===== config.mk =====
export PLATFORM = sky130hd
export DESIGN_NAME = rcbau_unit
export DESIGN_NICKNAME = d
export VERILOG_FILES = /design/src/rcbau_pkg.sv /design/src/rcbau_bcd_adder.sv /design/src/rcbau_unit.sv
export SDC_FILE = /design/constraint.sdc
export NUM_CORES = 1
export LEC_CHECK = 0
export BUFFER_PORTS_ARGS = -buffer_cell sky130_fd_sc_hd__buf_2
export CAP_MARGIN = 30
export CELL_PAD_IN_SITES_DETAIL_PLACEMENT = 0
export CELL_PAD_IN_SITES_GLOBAL_PLACEMENT = 2
export CORE_UTILIZATION = 39
export DETAILED_ROUTE_END_ITERATION = 7
export GPL_ROUTABILITY_DRIVEN = 0
export GPL_TIMING_DRIVEN = 0
export PLACE_DENSITY_LB_ADDON = 0.15
export SLEW_MARGIN = 20
export SYNTH_ARGS = -nofsm -noshare
export SYNTH_HDL_FRONTEND = slang
export SYNTH_SLANG_ARGS = --single-unit
export TNS_END_PERCENT = 100

===== constraint.sdc =====
create_clock -name aclk -period 34.3 [get_ports aclk]
set_input_delay 5.145 -clock aclk [delete_from_list [all_inputs] [get_ports aclk]]
set_output_delay 5.145 -clock aclk [all_outputs]
set_load 0.02 [all_outputs]

===== src/rcbau_pkg.sv =====
`default_nettype none
package rcbau_pkg;
    localparam int ADDR_W = 8;
    localparam int DATA_W = 32;
    localparam int HALF_W = 16;
    localparam int DIGIT_W = 4;
    localparam int BCD_DIGITS = 8;
    localparam int HALF_DIGITS = 4;
    localparam int IRQ_W = 3;
    localparam int FLAG_W = 10;

    localparam logic [ADDR_W-1:0] OFS_CTRL = 8'h00;
    localparam logic [ADDR_W-1:0] OFS_ACC = 8'h04;
    localparam logic [ADDR_W-1:0] OFS_OPND_LO = 8'h08;
    localparam logic [ADDR_W-1:0] OFS_OPND_HI = 8'h0c;
    localparam logic [ADDR_W-1:0] OFS_FLAGS = 8'h10;
    localparam logic [ADDR_W-1:0] OFS_IRQ_STAT = 8'h14;
    localparam logic [ADDR_W-1:0] OFS_IRQ_MASK = 8'h18;

    localparam int CTRL_START_BIT = 0;
    localparam int CTRL_OP_LSB = 1;
    localparam int CTRL_SRC_LSB = 3;
    localparam int CTRL_PTR_OK_BIT = 5;

    localparam int FLG_LT = 0;
    localparam int FLG_EQ = 1;
    localparam int FLG_GT = 2;
    localparam int FLG_ZERO = 3;
    localparam int FLG_C16 = 4;
    localparam int FLG_C32 = 5;
    localparam int FLG_NEG = 6;
    localparam int FLG_BAD_PTR = 7;
    localparam int FLG_BAD_NUM = 8;
    localparam int FLG_BUSY = 9;

    localparam int IRQ_DONE = 0;
    localparam int IRQ_BAD_PTR = 1;
    localparam int IRQ_BAD_NUM = 2;

    localparam int FP_SIGN = 31;
    localparam int FP_EXP_LSB = 23;
    localparam int FP_EXP_W = 8;
    localparam int FP_MAN_W = 23;
    localparam logic [FP_EXP_W-1:0] FP_EXP_ALL = 8'hff;

    localparam logic [DIGIT_W:0] BCD_DIGIT_MAX = 5'h09;
    localparam logic [DIGIT_W:0] BCD_ADJUST = 5'h06;

    localparam logic [1:0] RESP_OKAY = 2'h0;
    localparam logic [1:0] RESP_SLVERR = 2'h2;

    typedef enum logic [1:0] {
        OP_REAL_LOAD,
        OP_REAL_COMPARE,
        OP_BCD_SUM,
        OP_BCD_SUM_DOUBLE
    } rcbau_op_t;

    typedef enum logic [1:0] {
        SRC_DIRECT,
        SRC_POINTER,
        SRC_CONST,
        SRC_SPARE
    } rcbau_src_t;
endpackage
`default_nettype wire


===== src/rcbau_bcd_adder.sv =====
`default_nettype none
module rcbau_bcd_adder #(
    parameter int DIGITS = rcbau_pkg::BCD_DIGITS
) (
    // Addends
    input wire logic [rcbau_pkg::DIGIT_W*DIGITS-1:0] a,
    input wire logic [rcbau_pkg::DIGIT_W*DIGITS-1:0] b,
    // Result
    output logic [rcbau_pkg::DIGIT_W*DIGITS-1:0] sum,
    output logic [DIGITS-1:0] carry,
    output logic bad_digit
);
    import rcbau_pkg::*;

    logic [DIGITS:0] chain;
    logic [DIGITS-1:0] bad;

    assign chain[0] = 1'b0;
    assign carry = chain[DIGITS:1];
    assign bad_digit = |bad;

    for (genvar g = 0; g < DIGITS; g++) begin : g_digit
        logic [DIGIT_W:0] raw;
        logic [DIGIT_W:0] fixed;
        logic adj;
        assign raw = {1'b0, a[g*DIGIT_W +: DIGIT_W]} + {1'b0, b[g*DIGIT_W +: DIGIT_W]}
            + {{DIGIT_W{1'b0}}, chain[g]};
        assign adj = raw > BCD_DIGIT_MAX;
        assign fixed = adj ? raw + BCD_ADJUST : raw;
        assign sum[g*DIGIT_W +: DIGIT_W] = fixed[DIGIT_W-1:0];
        assign chain[g+1] = adj;
        // Either addend digit above nine poisons the whole sum
        assign bad[g] = ({1'b0, a[g*DIGIT_W +: DIGIT_W]} > BCD_DIGIT_MAX)
            || ({1'b0, b[g*DIGIT_W +: DIGIT_W]} > BCD_DIGIT_MAX);
    end
endmodule
`default_nettype wire


===== src/rcbau_unit.sv =====
// Chosen here: the placing of the registers and register access over AXI4-Lite.
`default_nettype none
module rcbau_unit (
    // Clock and reset
    input wire logic aclk,
    input wire logic aresetn,
    // AXI4-Lite write address
    input wire logic [rcbau_pkg::ADDR_W-1:0] s_axi_awaddr,
    input wire logic [2:0] s_axi_awprot,
    input wire logic s_axi_awvalid,
    output logic s_axi_awready,
    // AXI4-Lite write data
    input wire logic [rcbau_pkg::DATA_W-1:0] s_axi_wdata,
    input wire logic [3:0] s_axi_wstrb,
    input wire logic s_axi_wvalid,
    output logic s_axi_wready,
    // AXI4-Lite write response
    output logic [1:0] s_axi_bresp,
    output logic s_axi_bvalid,
    input wire logic s_axi_bready,
    // AXI4-Lite read address
    input wire logic [rcbau_pkg::ADDR_W-1:0] s_axi_araddr,
    input wire logic [2:0] s_axi_arprot,
    input wire logic s_axi_arvalid,
    output logic s_axi_arready,
    // AXI4-Lite read data
    output logic [rcbau_pkg::DATA_W-1:0] s_axi_rdata,
    output logic [1:0] s_axi_rresp,
    output logic s_axi_rvalid,
    input wire logic s_axi_rready,
    // Interrupt
    output logic irq
);
    import rcbau_pkg::*;

    typedef enum logic {
        ST_IDLE,
        ST_EXEC
    } rcbau_state_t;

    // Bus handshake state
    logic aw_full_reg, aw_full_next;
    logic [ADDR_W-1:0] aw_addr_reg, aw_addr_next;
    logic w_full_reg, w_full_next;
    logic [DATA_W-1:0] w_data_reg, w_data_next;
    logic [3:0] w_strb_reg, w_strb_next;
    logic bvalid_reg, bvalid_next;
    logic [1:0] bresp_reg, bresp_next;
    logic rvalid_reg, rvalid_next;
    logic [DATA_W-1:0] rdata_reg, rdata_next;
    logic [1:0] rresp_reg, rresp_next;

    // Datapath state
    rcbau_state_t state_reg, state_next;
    rcbau_op_t op_reg, op_next;
    rcbau_src_t src_reg, src_next;
    logic ptr_ok_reg, ptr_ok_next;
    logic [DATA_W-1:0] acc_reg, acc_next;
    logic [HALF_W-1:0] opnd_lo_reg, opnd_lo_next;
    logic [HALF_W-1:0] opnd_hi_reg, opnd_hi_next;
    logic [FLAG_W-1:0] flags_reg, flags_next;
    logic [IRQ_W-1:0] irq_stat_reg, irq_stat_next;
    logic [IRQ_W-1:0] irq_mask_reg, irq_mask_next;

    logic wr_fire;
    logic [DATA_W-1:0] ctrl_image;
    logic [DATA_W-1:0] ctrl_merged;
    logic [DATA_W-1:0] rd_word;
    logic rd_hit;
    logic [DATA_W-1:0] opnd;
    logic [DATA_W-1:0] add_a;
    logic [DATA_W-1:0] add_b;
    logic [DATA_W-1:0] add_sum;
    logic [BCD_DIGITS-1:0] add_carry;
    logic add_bad;
    logic [IRQ_W-1:0] events;

    function automatic logic [DATA_W-1:0] merge_bytes(
        input logic [DATA_W-1:0] old_w,
        input logic [DATA_W-1:0] new_w,
        input logic [3:0] strb
    );
        logic [DATA_W-1:0] res;
        res = old_w;
        for (int i = 0; i < 4; i++) begin
            if (strb[i]) begin
                res[i*8 +: 8] = new_w[i*8 +: 8];
            end
        end
        return res;
    endfunction

    // Only NaN is rejected; infinities order normally
    function automatic logic is_not_real(input logic [DATA_W-1:0] v);
        return (v[FP_EXP_LSB +: FP_EXP_W] == FP_EXP_ALL)
            && (v[FP_MAN_W-1:0] != '0);
    endfunction

    // Returns {gt, eq, lt}, always one-hot
    function automatic logic [2:0] real_order(
        input logic [DATA_W-1:0] x,
        input logic [DATA_W-1:0] y
    );
        logic [DATA_W-2:0] mx;
        logic [DATA_W-2:0] my;
        logic both_zero;
        mx = x[DATA_W-2:0];
        my = y[DATA_W-2:0];
        both_zero = (mx == '0) && (my == '0);
        if (both_zero || x == y) begin
            return 3'h2;
        end else if (x[FP_SIGN] != y[FP_SIGN]) begin
            return y[FP_SIGN] ? 3'h4 : 3'h1;
        end else if ((mx > my) ^ x[FP_SIGN]) begin
            return 3'h4;
        end else begin
            return 3'h1;
        end
    endfunction

    assign s_axi_awready = !aw_full_reg;
    assign s_axi_wready = !w_full_reg;
    assign s_axi_arready = !rvalid_reg;
    assign s_axi_bvalid = bvalid_reg;
    assign s_axi_bresp = bresp_reg;
    assign s_axi_rvalid = rvalid_reg;
    assign s_axi_rdata = rdata_reg;
    assign s_axi_rresp = rresp_reg;
    assign irq = |(irq_stat_reg & irq_mask_reg);

    // Address and data may arrive in either order; answer once both are held
    assign wr_fire = aw_full_reg && w_full_reg && !bvalid_reg;

    assign ctrl_image = {{(DATA_W-6){1'b0}}, ptr_ok_reg, src_reg, op_reg, 1'b0};
    assign ctrl_merged = merge_bytes(ctrl_image, w_data_reg, w_strb_reg);
    assign opnd = {opnd_hi_reg, opnd_lo_reg};

    // Read decode
    always_comb begin
        rd_word = '0;
        rd_hit = 1'b1;
        if (s_axi_araddr == OFS_CTRL) begin
            rd_word = ctrl_image;
        end else if (s_axi_araddr == OFS_ACC) begin
            rd_word = acc_reg;
        end else if (s_axi_araddr == OFS_OPND_LO) begin
            rd_word = {{HALF_W{1'b0}}, opnd_lo_reg};
        end else if (s_axi_araddr == OFS_OPND_HI) begin
            rd_word = {{HALF_W{1'b0}}, opnd_hi_reg};
        end else if (s_axi_araddr == OFS_FLAGS) begin
            rd_word = {{(DATA_W-FLAG_W){1'b0}}, flags_reg};
        end else if (s_axi_araddr == OFS_IRQ_STAT) begin
            rd_word = {{(DATA_W-IRQ_W){1'b0}}, irq_stat_reg};
        end else if (s_axi_araddr == OFS_IRQ_MASK) begin
            rd_word = {{(DATA_W-IRQ_W){1'b0}}, irq_mask_reg};
        end else begin
            rd_hit = 1'b0;
        end
    end

    // Bus group next state
    always_comb begin
        aw_full_next = aw_full_reg;
        aw_addr_next = aw_addr_reg;
        w_full_next = w_full_reg;
        w_data_next = w_data_reg;
        w_strb_next = w_strb_reg;
        bvalid_next = bvalid_reg;
        bresp_next = bresp_reg;
        rvalid_next = rvalid_reg;
        rdata_next = rdata_reg;
        rresp_next = rresp_reg;
        if (s_axi_awvalid && !aw_full_reg) begin
            aw_full_next = 1'b1;
            aw_addr_next = s_axi_awaddr;
        end
        if (s_axi_wvalid && !w_full_reg) begin
            w_full_next = 1'b1;
            w_data_next = s_axi_wdata;
            w_strb_next = s_axi_wstrb;
        end
        if (bvalid_reg && s_axi_bready) begin
            bvalid_next = 1'b0;
        end
        if (wr_fire) begin
            aw_full_next = 1'b0;
            w_full_next = 1'b0;
            bvalid_next = 1'b1;
            bresp_next = RESP_OKAY;
            if (aw_addr_reg != OFS_CTRL && aw_addr_reg != OFS_ACC
                && aw_addr_reg != OFS_OPND_LO && aw_addr_reg != OFS_OPND_HI
                && aw_addr_reg != OFS_FLAGS && aw_addr_reg != OFS_IRQ_STAT
                && aw_addr_reg != OFS_IRQ_MASK) begin
                bresp_next = RESP_SLVERR;
            end
        end
        if (rvalid_reg && s_axi_rready) begin
            rvalid_next = 1'b0;
        end
        if (s_axi_arvalid && !rvalid_reg) begin
            rvalid_next = 1'b1;
            rdata_next = rd_word;
            rresp_next = rd_hit ? RESP_OKAY : RESP_SLVERR;
        end
    end

    always_ff @(posedge aclk) begin
        if (!aresetn) begin
            aw_full_reg <= 1'b0;
            aw_addr_reg <= '0;
            w_full_reg <= 1'b0;
            w_data_reg <= '0;
            w_strb_reg <= '0;
            bvalid_reg <= 1'b0;
            bresp_reg <= RESP_OKAY;
            rvalid_reg <= 1'b0;
            rdata_reg <= '0;
            rresp_reg <= RESP_OKAY;
        end else begin
            aw_full_reg <= aw_full_next;
            aw_addr_reg <= aw_addr_next;
            w_full_reg <= w_full_next;
            w_data_reg <= w_data_next;
            w_strb_reg <= w_strb_next;
            bvalid_reg <= bvalid_next;
            bresp_reg <= bresp_next;
            rvalid_reg <= rvalid_next;
            rdata_reg <= rdata_next;
            rresp_reg <= rresp_next;
        end
    end

    // One adder serves both widths; the short form sees zero upper digits
    assign add_a = (op_reg == OP_BCD_SUM) ? {{HALF_W{1'b0}}, acc_reg[HALF_W-1:0]} : acc_reg;
    assign add_b = (op_reg == OP_BCD_SUM) ? {{HALF_W{1'b0}}, opnd_lo_reg} : opnd;

    rcbau_bcd_adder #(
        .DIGITS(BCD_DIGITS)
    ) u_adder (
        .a(add_a),
        .b(add_b),
        .sum(add_sum),
        .carry(add_carry),
        .bad_digit(add_bad)
    );

    // Datapath group next state
    always_comb begin
        logic bad_ptr;
        logic [2:0] order;
        logic [DATA_W-1:0] res;
        logic [DATA_W-1:0] merged;
        bad_ptr = (src_reg == SRC_POINTER) && !ptr_ok_reg;
        order = real_order(acc_reg, opnd);
        res = '0;
        merged = merge_bytes(acc_reg, w_data_reg, w_strb_reg);
        state_next = state_reg;
        op_next = op_reg;
        src_next = src_reg;
        ptr_ok_next = ptr_ok_reg;
        acc_next = acc_reg;
        opnd_lo_next = opnd_lo_reg;
        opnd_hi_next = opnd_hi_reg;
        flags_next = flags_reg;
        irq_mask_next = irq_mask_reg;
        events = '0;
        // Writes other than to OFS_IRQ_STAT are dropped while an instruction executes so operands stay still
        if (wr_fire && state_reg == ST_IDLE) begin
            if (aw_addr_reg == OFS_CTRL) begin
                op_next = rcbau_op_t'(ctrl_merged[CTRL_OP_LSB +: 2]);
                src_next = rcbau_src_t'(ctrl_merged[CTRL_SRC_LSB +: 2]);
                ptr_ok_next = ctrl_merged[CTRL_PTR_OK_BIT];
                if (ctrl_merged[CTRL_START_BIT]) begin
                    state_next = ST_EXEC;
                end
            end else if (aw_addr_reg == OFS_ACC) begin
                acc_next = merged;
            end else if (aw_addr_reg == OFS_OPND_LO) begin
                merged = merge_bytes(DATA_W'(opnd_lo_reg), w_data_reg, w_strb_reg);
                opnd_lo_next = merged[HALF_W-1:0];
            end else if (aw_addr_reg == OFS_OPND_HI) begin
                merged = merge_bytes(DATA_W'(opnd_hi_reg), w_data_reg, w_strb_reg);
                opnd_hi_next = merged[HALF_W-1:0];
            end else if (aw_addr_reg == OFS_IRQ_MASK) begin
                merged = merge_bytes(DATA_W'(irq_mask_reg), w_data_reg, w_strb_reg);
                irq_mask_next = merged[IRQ_W-1:0];
            end
        end
        if (state_reg == ST_EXEC) begin
            state_next = ST_IDLE;
            events[IRQ_DONE] = 1'b1;
            // Each instruction rewrites only the flags it owns
            case (op_reg)
                OP_REAL_LOAD: begin
                    flags_next[FLG_BAD_PTR] = bad_ptr;
                    if (!bad_ptr) begin
                        acc_next = opnd;
                    end
                end
                OP_REAL_COMPARE: begin
                    flags_next[FLG_BAD_PTR] = bad_ptr;
                    flags_next[FLG_BAD_NUM] = !bad_ptr
                        && (is_not_real(acc_reg) || is_not_real(opnd));
                    if (!bad_ptr && !flags_next[FLG_BAD_NUM]) begin
                        flags_next[FLG_LT] = order[0];
                        flags_next[FLG_EQ] = order[1];
                        flags_next[FLG_GT] = order[2];
                    end
                end
                default: begin
                    // Constant source on the short add is a program error; read as direct
                    flags_next[FLG_BAD_PTR] = bad_ptr;
                    flags_next[FLG_BAD_NUM] = !bad_ptr && add_bad;
                    if (!bad_ptr && !add_bad) begin
                        if (op_reg == OP_BCD_SUM) begin
                            res = {{HALF_W{1'b0}}, add_sum[HALF_W-1:0]};
                            flags_next[FLG_C32] = 1'b0;
                        end else begin
                            res = add_sum;
                            flags_next[FLG_C32] = add_carry[BCD_DIGITS-1];
                        end
                        acc_next = res;
                        flags_next[FLG_C16] = add_carry[HALF_DIGITS-1];
                        flags_next[FLG_ZERO] = (res == '0);
                        flags_next[FLG_NEG] = res[DATA_W-1];
                    end
                end
            endcase
            events[IRQ_BAD_PTR] = flags_next[FLG_BAD_PTR];
            events[IRQ_BAD_NUM] = flags_next[FLG_BAD_NUM]
                && op_reg != OP_REAL_LOAD;
        end
        flags_next[FLG_BUSY] = (state_next == ST_EXEC);
        irq_stat_next = irq_stat_reg;
        if (wr_fire && aw_addr_reg == OFS_IRQ_STAT) begin
            merged = merge_bytes('0, w_data_reg, w_strb_reg);
            irq_stat_next = irq_stat_reg & ~merged[IRQ_W-1:0];
        end
        // A new event wins over a clear in the same cycle
        irq_stat_next = irq_stat_next | events;
    end

    always_ff @(posedge aclk) begin
        if (!aresetn) begin
            state_reg <= ST_IDLE;
            op_reg <= OP_REAL_LOAD;
            src_reg <= SRC_DIRECT;
            ptr_ok_reg <= 1'b0;
            acc_reg <= '0;
            opnd_lo_reg <= '0;
            opnd_hi_reg <= '0;
            flags_reg <= '0;
            irq_stat_reg <= '0;
            irq_mask_reg <= '0;
        end else begin
            state_reg <= state_next;
            op_reg <= op_next;
            src_reg <= src_next;
            ptr_ok_reg <= ptr_ok_next;
            acc_reg <= acc_next;
            opnd_lo_reg <= opnd_lo_next;
            opnd_hi_reg <= opnd_hi_next;
            flags_reg <= flags_next;
            irq_stat_reg <= irq_stat_next;
            irq_mask_reg <= irq_mask_next;
        end
    end
endmodule
`default_nettype wire


# == Word-level counts from Yosys, hierarchy flattened ==
# Cells that the tools add are included.
# Widths: inputs -> output; s select.
# word_totals
reg_bits,169
wordCells,234
in_bits,65
# op_classes
n_addsub,23
n_bitwise,13
eq_ne,24
n_reduce_logical,67
mux,58
order_cmp,25
# op_table
cell,count
$mux 32,14
$gt 4x4->1 const B,16
$pmux 32 s2,1
$logic_not 31->1,2
$reduce_bool 23->1,2
$add 4x4->5,8
$eq 8x5->1 const B,5
$gt 5x4->1 const B,8
$add 5x1->5,7
$add 4x3->4 const B,8
$eq 32x32->1,1
$eq 8x4->1 const B,4
$logic_not 32->1,1
$mux 16,2
$mux 4,8
$mux 8,4
$gt 31x31->1,1
$mux 3,10
$logic_and 1x1->1,24
$ne 8x5->1 const B,3
$eq 8x3->1 const B,2
$eq 8x8->1 const B,2
$logic_not 8->1,2
$ne 8x4->1 const B,2
other kinds (26),73

# == Longest topological paths before layout ==
# Gate-level depths: netlist of run 1.
# logic_depth
depth_word,26
mapped_depth,68

# == By module ==
# A second synthesis of run 1 with hierarchy kept.
# unflattened
hier_cells,1280
area_unflattened_um2,10413.7
# modules_own_cells
module,cells_per_inst,seq_area_each_um2,n_inst,area_per_inst_um2
rcbau_unit,1038,3343.2,1,8301.7
rcbau_bcd_adder,242,0.0,1,2112.0

# == Least setup slack after synthesis of run 1 ==
# No wires, ideal clock.
# synth_timing
kind,reg2reg
start,register opnd_lo_reg[0]
end,register flags_reg[3]
arrival_time_ps,12971
path_stages_with_launch,66
synth_period_minus_slack_ps,13046
path_slack_ps,21254
required_time_ps,34226
path_cell_list,dfxtp_1 -> ha_1 -> inv_1 -> fa_1 -> xnor2_1 -> ha_1 -> nand2b_1 -> a32o_1 -> and2_1 -> a31o_2 -> fa_1 -> inv_1 -> fa_1 -> inv_1 -> ha_1 -> inv_1 -> o21ai_0 -> a31o_2 -> (+30 left out) -> a21oi_1 -> fa_1 -> inv_1 -> fa_1 -> xnor2_1 -> and2_1 -> o21ai_0 -> inv_1 -> fa_1 -> inv_1 -> fa_1 -> inv_1 -> ha_1 -> a22oi_1 -> a21boi_0 -> xnor2_1 -> o41a_1 -> o21ai_0
# synth_via
elab_chain_len,23
word_cells_on_any_way,44
classes_between,add/sub: 16; order compare: 9; mux: 13; reduce/logical: 6
# synth_lines
element,line,rtl
from (decl),rcbau_unit.sv:59,"logic [HALF_W-1:0] opnd_lo_reg, opnd_lo_next;"
from (signal assigned),rcbau_unit.sv:361,opnd_lo_reg <= opnd_lo_next;
$mux 32 *,rcbau_unit.sv:235,"assign add_b = (op_reg == OP_BCD_SUM) ? {{HALF_W{1'b0}}, opnd_lo_reg} : opnd;"
$add 4x4->5,rcbau_bcd_adder.sv:26,"assign raw = {1'b0, a[g*DIGIT_W +: DIGIT_W]} + {1'b0, b[g*DIGIT_W +: DIGIT_W]}"
$gt 5x4->1,rcbau_bcd_adder.sv:28,assign adj = raw > BCD_DIGIT_MAX;
$add 5x1->5,rcbau_bcd_adder.sv:27,"+ {{DIGIT_W{1'b0}}, chain[g]};"
$gt 5x4->1,rcbau_bcd_adder.sv:28,
$add 5x1->5,rcbau_bcd_adder.sv:27,
$gt 5x4->1,rcbau_bcd_adder.sv:28,
$add 5x1->5,rcbau_bcd_adder.sv:27,
(+7 left out),n/a,
$add 5x1->5,rcbau_bcd_adder.sv:27,
$add 4x3->4 / $gt 5x4->1 (equally long branches),"rcbau_bcd_adder.sv:29, rcbau_bcd_adder.sv:28",
$mux 4,rcbau_bcd_adder.sv:29,assign fixed = adj ? raw + BCD_ADJUST : raw;
$mux 32,rcbau_unit.sv:315,if (op_reg == OP_BCD_SUM) begin
$mux 32,rcbau_unit.sv:314,if (!bad_ptr && !add_bad) begin
$mux 32,rcbau_unit.sv:293,case (op_reg)
$mux 32,rcbau_unit.sv:289,if (state_reg == ST_EXEC) begin
$logic_not 32->1,rcbau_unit.sv:324,flags_next[FLG_ZERO] = (res == '0);
to (signal assigned),rcbau_unit.sv:363,flags_reg <= flags_next;
to (decl),rcbau_unit.sv:61,"logic [FLAG_W-1:0] flags_reg, flags_next;"
# Mark *: on every way between the ends. The rest lies on a longest branch, timed or not. The select of a mux whose other input is x is not followed.
# A chain may end at the register's enable or synchronous reset.

# == Worst setup path after layout of run 1 ==
# layout_timing
start,register opnd_lo_reg[0]
end,register acc_reg[30]
# layout_via
elab_chain_len,25
word_cells_on_any_way,31
classes_between,add/sub: 9; order compare: 9; mux: 9; reduce/logical: 4
# layout_lines
element,line,rtl
$mux 32 *,rcbau_unit.sv:235,
$add 4x4->5,rcbau_bcd_adder.sv:26,
$gt 5x4->1,rcbau_bcd_adder.sv:28,
$add 5x1->5,rcbau_bcd_adder.sv:27,
$gt 5x4->1,rcbau_bcd_adder.sv:28,
$add 5x1->5,rcbau_bcd_adder.sv:27,
$gt 5x4->1,rcbau_bcd_adder.sv:28,
$add 5x1->5,rcbau_bcd_adder.sv:27,
(+9 left out),n/a,
$mux 4,rcbau_bcd_adder.sv:29,
$mux 32,rcbau_unit.sv:315,
$mux 32,rcbau_unit.sv:314,
$mux 32,rcbau_unit.sv:293,
$mux 32,rcbau_unit.sv:289,
$mux 32 *,rcbau_unit.sv:314,
$pmux 32 s2 *,rcbau_unit.sv:293,
$mux 32 *,rcbau_unit.sv:289,
to (signal assigned),rcbau_unit.sv:360,acc_reg <= acc_next;
to (decl),rcbau_unit.sv:58,"logic [DATA_W-1:0] acc_reg, acc_next;"
# Marks and branches as above.

==> results of run 1 <==
-- routing by layer --
metal / part of all wire [%] / global-route usage (%)
met5: 0 / 0
met1: 46 / 40.41
met4: 3.5 / 11.73
met2: 42 / 43.51
met3: 8.2 / 5.743
-- stage by stage --
step                worst slack, ns  utilization [%]  hold WS, ns
finish                        19.14            45.47       0.4627
floorplan                     21.25                -       0.4428
CTS                           19.26            45.47       0.4695
global route                  18.00            45.47       0.4766
global placement              19.40            43.16       0.4519
detailed placement            19.34            43.20       0.4601
-- final timing paths --
kind | from | end | slack (ns) | cells past startpoint
max reg2reg | opnd_lo_reg[0]$_SDFFE_PN0P_ | acc_reg[30]$_SDFF_PN0_ | 19.14 | 65
min | s_axi_rdata[0]$_SDFFE_PN0P_ | s_axi_rdata[0]$_SDFFE_PN0P_ | 0.46 | 2
min reg2reg | s_axi_rdata[0]$_SDFFE_PN0P_ | s_axi_rdata[0]$_SDFFE_PN0P_ | 0.46 | 2
max | opnd_lo_reg[0]$_SDFFE_PN0P_ | acc_reg[30]$_SDFF_PN0_ | 19.14 | 65
-- cell usage after synthesis, drive strengths merged, types with 13 or more instances --
cell / count / area (um^2)
clkbuf: 54 / 202.7
dfxtp: 167 / 3343
nand2: 158 / 608.1
a22oi: 28 / 210.2
fa: 15 / 300.3
inv: 79 / 296.5
mux2i: 84 / 840.8
a21boi: 44 / 330.3
nor4: 18 / 133.9
nor3: 13 / 76.33
a21oi: 62 / 310.3
nand3: 18 / 107.6
o21ai: 69 / 345.3
nor2b: 91 / 569.3
nor2: 78 / 302.8
and2: 28 / 177.7
ha: 68 / 850.8
nand4: 23 / 143.9
-- report_power, final --
part / internal (mW) / total, mW / switching, mW / leakage (nW)
clock: 0.111 / 0.206 / 0.0949 / 0.294
combinational: 0.0109 / 0.0285 / 0.0176 / 3.61
sequential: 0.198 / 0.202 / 0.00440 / 1.35
-- cells by family (layout without fill, tap and decap cells) --
kind of cell | Yosys count | in the layout | share of synthesized area, %
and+or+nand+nor | 470 | 470 | 22.56
AOI/OAI and AO/OA | 304 | 304 | 18.76
DFF | 167 | 167 | 31.20
buffers and inverters | 140 | 271 | 5.021
muxes | 99 | 99 | 9.879
adders and majority gates | 83 | 83 | 10.74
xor gates and xnor gates | 22 | 22 | 1.798
other | 1 | 2 | 0.03500
-- final cells by class --
class / instances / area, um^2
plain buffers: 61 / 241.5
flip-flops and latches: 167 / 3343
clock buffers: 18 / 429.2
clock inverters: 14 / 182.7
repair buffers: 99 / 498.0
multi-input cells: 980 / 6838
well taps: 341 / 426.7
fillers: 2737 / 14700
inverters: 79 / 296.5
-- critical path, delay by kind of cell (launching register included) --
kind	cells	cell delay, ns
XOR/XNOR	4	1.21
AND/OR/NAND/NOR	5	0.71
multiplexers	1	0.26
flip-flops	1	0.56
adder cells (fa/ha/maj)	21	6.81
buffers and inverters	17	1.44
AO/OA/AOI/OAI	17	4.09
==> impl_metrics.yaml, run 1 <==
synthesis:
  synth-edff-count: 0
  synth-seq-cells: 167
  async_reset_ff_share_pct: 0
  syn_area_um2: 10720
  ys.flop_type: "dfxtp_1"
  netlist-cell-type-count: 73
  synth_cells: 1286
  avgSynthCellArea_um2: 8.332
  synth-seq-area-share_pct: 31.20
  yosysWarnings: 0
clock_network:
  tritoncts: "built"
  clk_path_buf_depth: 2
  h-tree-depth: 4
  numClockSinks: 167
  hold_buffers: 0
  cts-root-buf: "clkbuf_16"
  clk_latency_ns: 0.44
  post_cts_buffers: 0
  post_cts_resized: 0
  cts_made_buffers: 17
  clk_transition_reported_paths_ns: 0.07
route:
  drtIter0Drc: 930
  vias_per_cell: 5.643
  vias: 9926
  wl_per_cell_um: 22.98
  drc: 0
  drt-total-wl_mm: 40.42
  antenna_left: 0
  first_pass_iters: 5
critical_path:
  cp.required_ns: 34.64
  crit_fanout: 6
  worstSetupPathType: "register to register"
  endpoint_kind: "register"
  cp_slowest_cell: "dfxtp_1"
  startpoint_type: "register"
  path_common_cell: "inv_1"
  arrival_ns: 15.49
  critPathMaxStageDelay_ns: 0.56
pwr:
  finalPower_mw: 0.4369
  max-vdd-ir-drop_mv: 0.02699
  powerDensity_nw_per_um2: 35.65
  power_leakage_nw: 5.262
worst_hold_path:
  hold_path.class: "register to register"
sta:
  rsz0062_at_grt: "no"
  min_period_ns: 15.16
  hold_viol_final: 0
  finalSetupViolations: 0
  drv_slew: 0
  fin_crit_sh_pct: 44.19
  setup-tns-final_ns: 0
  tightest_slew_ns: 0.9236
  max_clock_freq_mhz: 65.98
  maxSlewHeadroom_pct: 37.86
  skew_ns: 0.01252
status:
  status: "complete, no violations"
grt:
  overflow: 0
  grt_max_degree: 18
  antenna_found_initial: 0
  grt_pass1_wl_mm: 59.82
  grt.total_usage_pct: 28.97
  grt_pass1_vias: 9385
place:
  place_area_um2: 11640
  dp_cells: 1727
  dp_hpwl_mm: 31.04
  io_buffers: 97
layout:
  layout-drive-gt1-share_pct: 12.27
  nNetsFinal: 1553
  final_common_cell: "dfxtp_1"
  instances_no_fill: 1759
  final_cell_mix: "167 x dfxtp_1, 156 x nand2_1, 102 x buf_2"
  final_area_um2: 12260
  diodes: 0
  area_growth_pct: 14.37
floorplan:
  die_area_um2: 28140
  fp.dieW_um: 167.8
  start_util_pct: 39.76
  design.core.area_um2: 26950
  ioPinCount: 107
  rows: 60
  die_y_um: 167.8
job:
  maxCapViolations: 0
No activity file was read; power rests on OpenSTA's default activity.
==> run 2, diff against run 1 <==
- CORE_UTILIZATION: 39 -> 33
- clock period: 34.3 -> 13.9 ns (I/O delays scaled with it)
==> run 2 against run 1 <==
Compared with the run above:
- via count shrank 0.46%
- register-to-register slack worse by 18 ns
- first-iteration DRC count down 11%
- largest power group is now registers
==> impl_metrics.yaml, run 2 (synthesis results as in run 1) <==
sta:
  hold_viol_final: 0
  setup-tns-final_ns: 0
  rsz0062_at_grt: "no"
  max_clock_freq_mhz: 75.73
  fin_crit_sh_pct: 94.99
  min_period_ns: 13.20
  drv_slew: 0
  maxSlewHeadroom_pct: 36.71
  skew_ns: 0.01185
  tightest_slew_ns: 0.9422
  finalSetupViolations: 0
  worst_slack_ns: 0.6958
critical_path:
  critPathMaxStageDelay_ns: 0.56
  cp_slowest_cell: "dfxtp_1"
  endpoint: "acc_reg[30]$_SDFF_PN0_"
  r2r_slack_ns: 0.70
  path_common_cell: "inv_1"
  r2r-end: "acc_reg[30]$_SDFF_PN0_"
  endpoint_kind: "register"
  worstSetupPathType: "register to register"
  startpoint_type: "register"
  crit_start: "opnd_lo_reg[2]$_SDFFE_PN0P_"
  arrival_ns: 13.53
  r2r-start: "opnd_lo_reg[2]$_SDFFE_PN0P_"
  cp.required_ns: 14.23
  crit_fanout: 7
  worst_r2r_path_depth: 65
route:
  first_pass_iters: 5
  drc: 0
  wl_per_cell_um: 23.03
  drtIter0Drc: 827
  dr.max_layer_used: "met4"
  wl_met1_mm: 20.42
  vias: 9880
  wl_met3_mm: 2.722
  vias_per_cell: 5.393
  antenna_left: 0
  drt-total-wl_mm: 42.19
  wl_met2_mm: 18.08
layout:
  instances_no_fill: 1832
  seqCellArea_um2: 3351
  fillCellCount: 3355
  area_growth_pct: 17.87
  final_util_pct: 39.82
  diodes: 0
  layout-drive-gt1-share_pct: 15.80
  final_common_cell: "dfxtp_1"
  nNetsFinal: 1568
  final_cell_mix: "163 x dfxtp_1, 156 x nand2_1, 101 x buf_2"
  multiInputGateArea_um2: 7041
pwr:
  seq_power_share_pct: 46.8
  max-vdd-ir-drop_mv: 0.07993
  pwr-share-clk_pct: 46.4
  finalPower_mw: 1.065
  powerDensity_nw_per_um2: 84.36
  power_leakage_nw: 5.353
  swShare_pct: 24.49
  p_switching_mw: 0.2609
  comb_power_share_pct: 6.8
  intPower_mw: 0.8045
clock_network:
  h-tree-depth: 4
  numClockSinks: 167
  hold_buffers: 0
  cts-root-buf: "clkbuf_16"
  clk_transition_reported_paths_ns: 0.07
  cts_made_buffers: 17
  clk_path_buf_depth: 2
  clk_latency_ns: 0.44
  tritoncts: "built"
grt:
  antenna_found_initial: 0
  grt.total_usage_pct: 25.78
  overflow: 0
  grt_pass1_vias: 9560
  grt_max_degree: 17
  grt_pass1_wl_mm: 62.51
place:
  dpl_worst_slack_ns: -1.533
  dp_hpwl_mm: 32.81
  io_buffers: 97
  dp_cells: 1787
status:
  status: "complete, no violations"
floorplan:
  rows: 65
  design.core.area_um2: 31720
  die_y_um: 182.2
  fp.dieW_um: 182.2
  start_util_pct: 33.78
  ioPinCount: 107
  die_area_um2: 33200
job:
  maxCapViolations: 0
worst_hold_path:
  hold_path.class: "register to register"
[run 2: cell count changes in the layout (fill, tap and decap cells not counted), sizes merged]
cell and delta:
buf +15, inv -7, bufinv +1, clkbuf +3
[run 2: how the worst min path moves through the flow]
stage / start / endpoint / slack [ns] / cells past startpoint
6_report: w_data_reg[19]$_SDFFE_PN0P_ / w_data_reg[19]$_SDFFE_PN0P_ / 0.46 / 2
5_1_grt: w_data_reg[29]$_SDFFE_PN0P_ / w_data_reg[29]$_SDFFE_PN0P_ / 0.48 / 2
4_1_cts: w_data_reg[19]$_SDFFE_PN0P_ / w_data_reg[19]$_SDFFE_PN0P_ / 0.47 / 2
3_5_place_dp: w_data_reg[19]$_SDFFE_PN0P_ / w_data_reg[19]$_SDFFE_PN0P_ / 0.46 / 2
3_3_place_gp: w_data_reg[19]$_SDFFE_PN0P_ / w_data_reg[19]$_SDFFE_PN0P_ / 0.45 / 2
2_1_floorplan: w_data_reg[16]$_SDFFE_PN0P_ / w_data_reg[16]$_SDFFE_PN0P_ / 0.44 / 2
[run 2: timing repair]
action / in CTS / in global routing
pin swaps: 4 / 17
gates resized for setup: 21 / 31
buffers inserted: 4 / 12
setup endpoints to repair: 6 / 6
[run 2: per-layer routing]
layer,up-vias,track usage (%)
li1,4776,-
met1,4709,37.08
met2,354,39.65
met3,41,3.812
met4,0,7.529
met5,-,0
[run 2: area by class of cell]
type                            instances  share of cell area [%]
Timing Repair Buffer                  114                   4.854
Sequential cell                       167                   26.53
Clock inverter                          8                  0.9808
Tap cell                              402                   3.983
Multi-Input combinational cell        980                   55.75
Buffer                                 61                   1.912
Inverter                               79                   2.348
Clock buffer                           21                   3.646
[run 2: power groups by stage]
stage | sequential (mW) | clock, mW | combinational (mW)
after floorplan | 0.508 | 0 | 0.0415
after global placement | 0.510 | 0 | 0.0727
after detailed placement | 0.510 | 0 | 0.0728
after CTS | 0.499 | 0.497 | 0.0731
after global routing | 0.500 | 0.519 | 0.0797
final | 0.499 | 0.494 | 0.0727
[run 2: worst max-delay path: cells and delay by family (launching register included)]
kind / cells / cell delay (ns)
AO/OA/AOI/OAI: 17 / 3.09
XOR/XNOR: 2 / 0.39
adder cells (fa/ha/maj): 20 / 6.76
buffers and inverters: 21 / 1.60
flip-flops: 1 / 0.56
multiplexers: 1 / 0.10
AND/OR/NAND/NOR: 4 / 0.57
[run 2: through the flow]
| stage | hold WS (ns) | area (um^2) |
|---|---|---|
| 6_report | 0.4647 | 12630 |
| 5_1_grt | 0.4779 | 12630 |
| 3_5_place_dp | 0.4597 | 11720 |
| 3_3_place_gp | 0.4502 | 11710 |
| 4_1_cts | 0.4661 | 12430 |
| 2_1_floorplan | 0.4428 | 10720 |
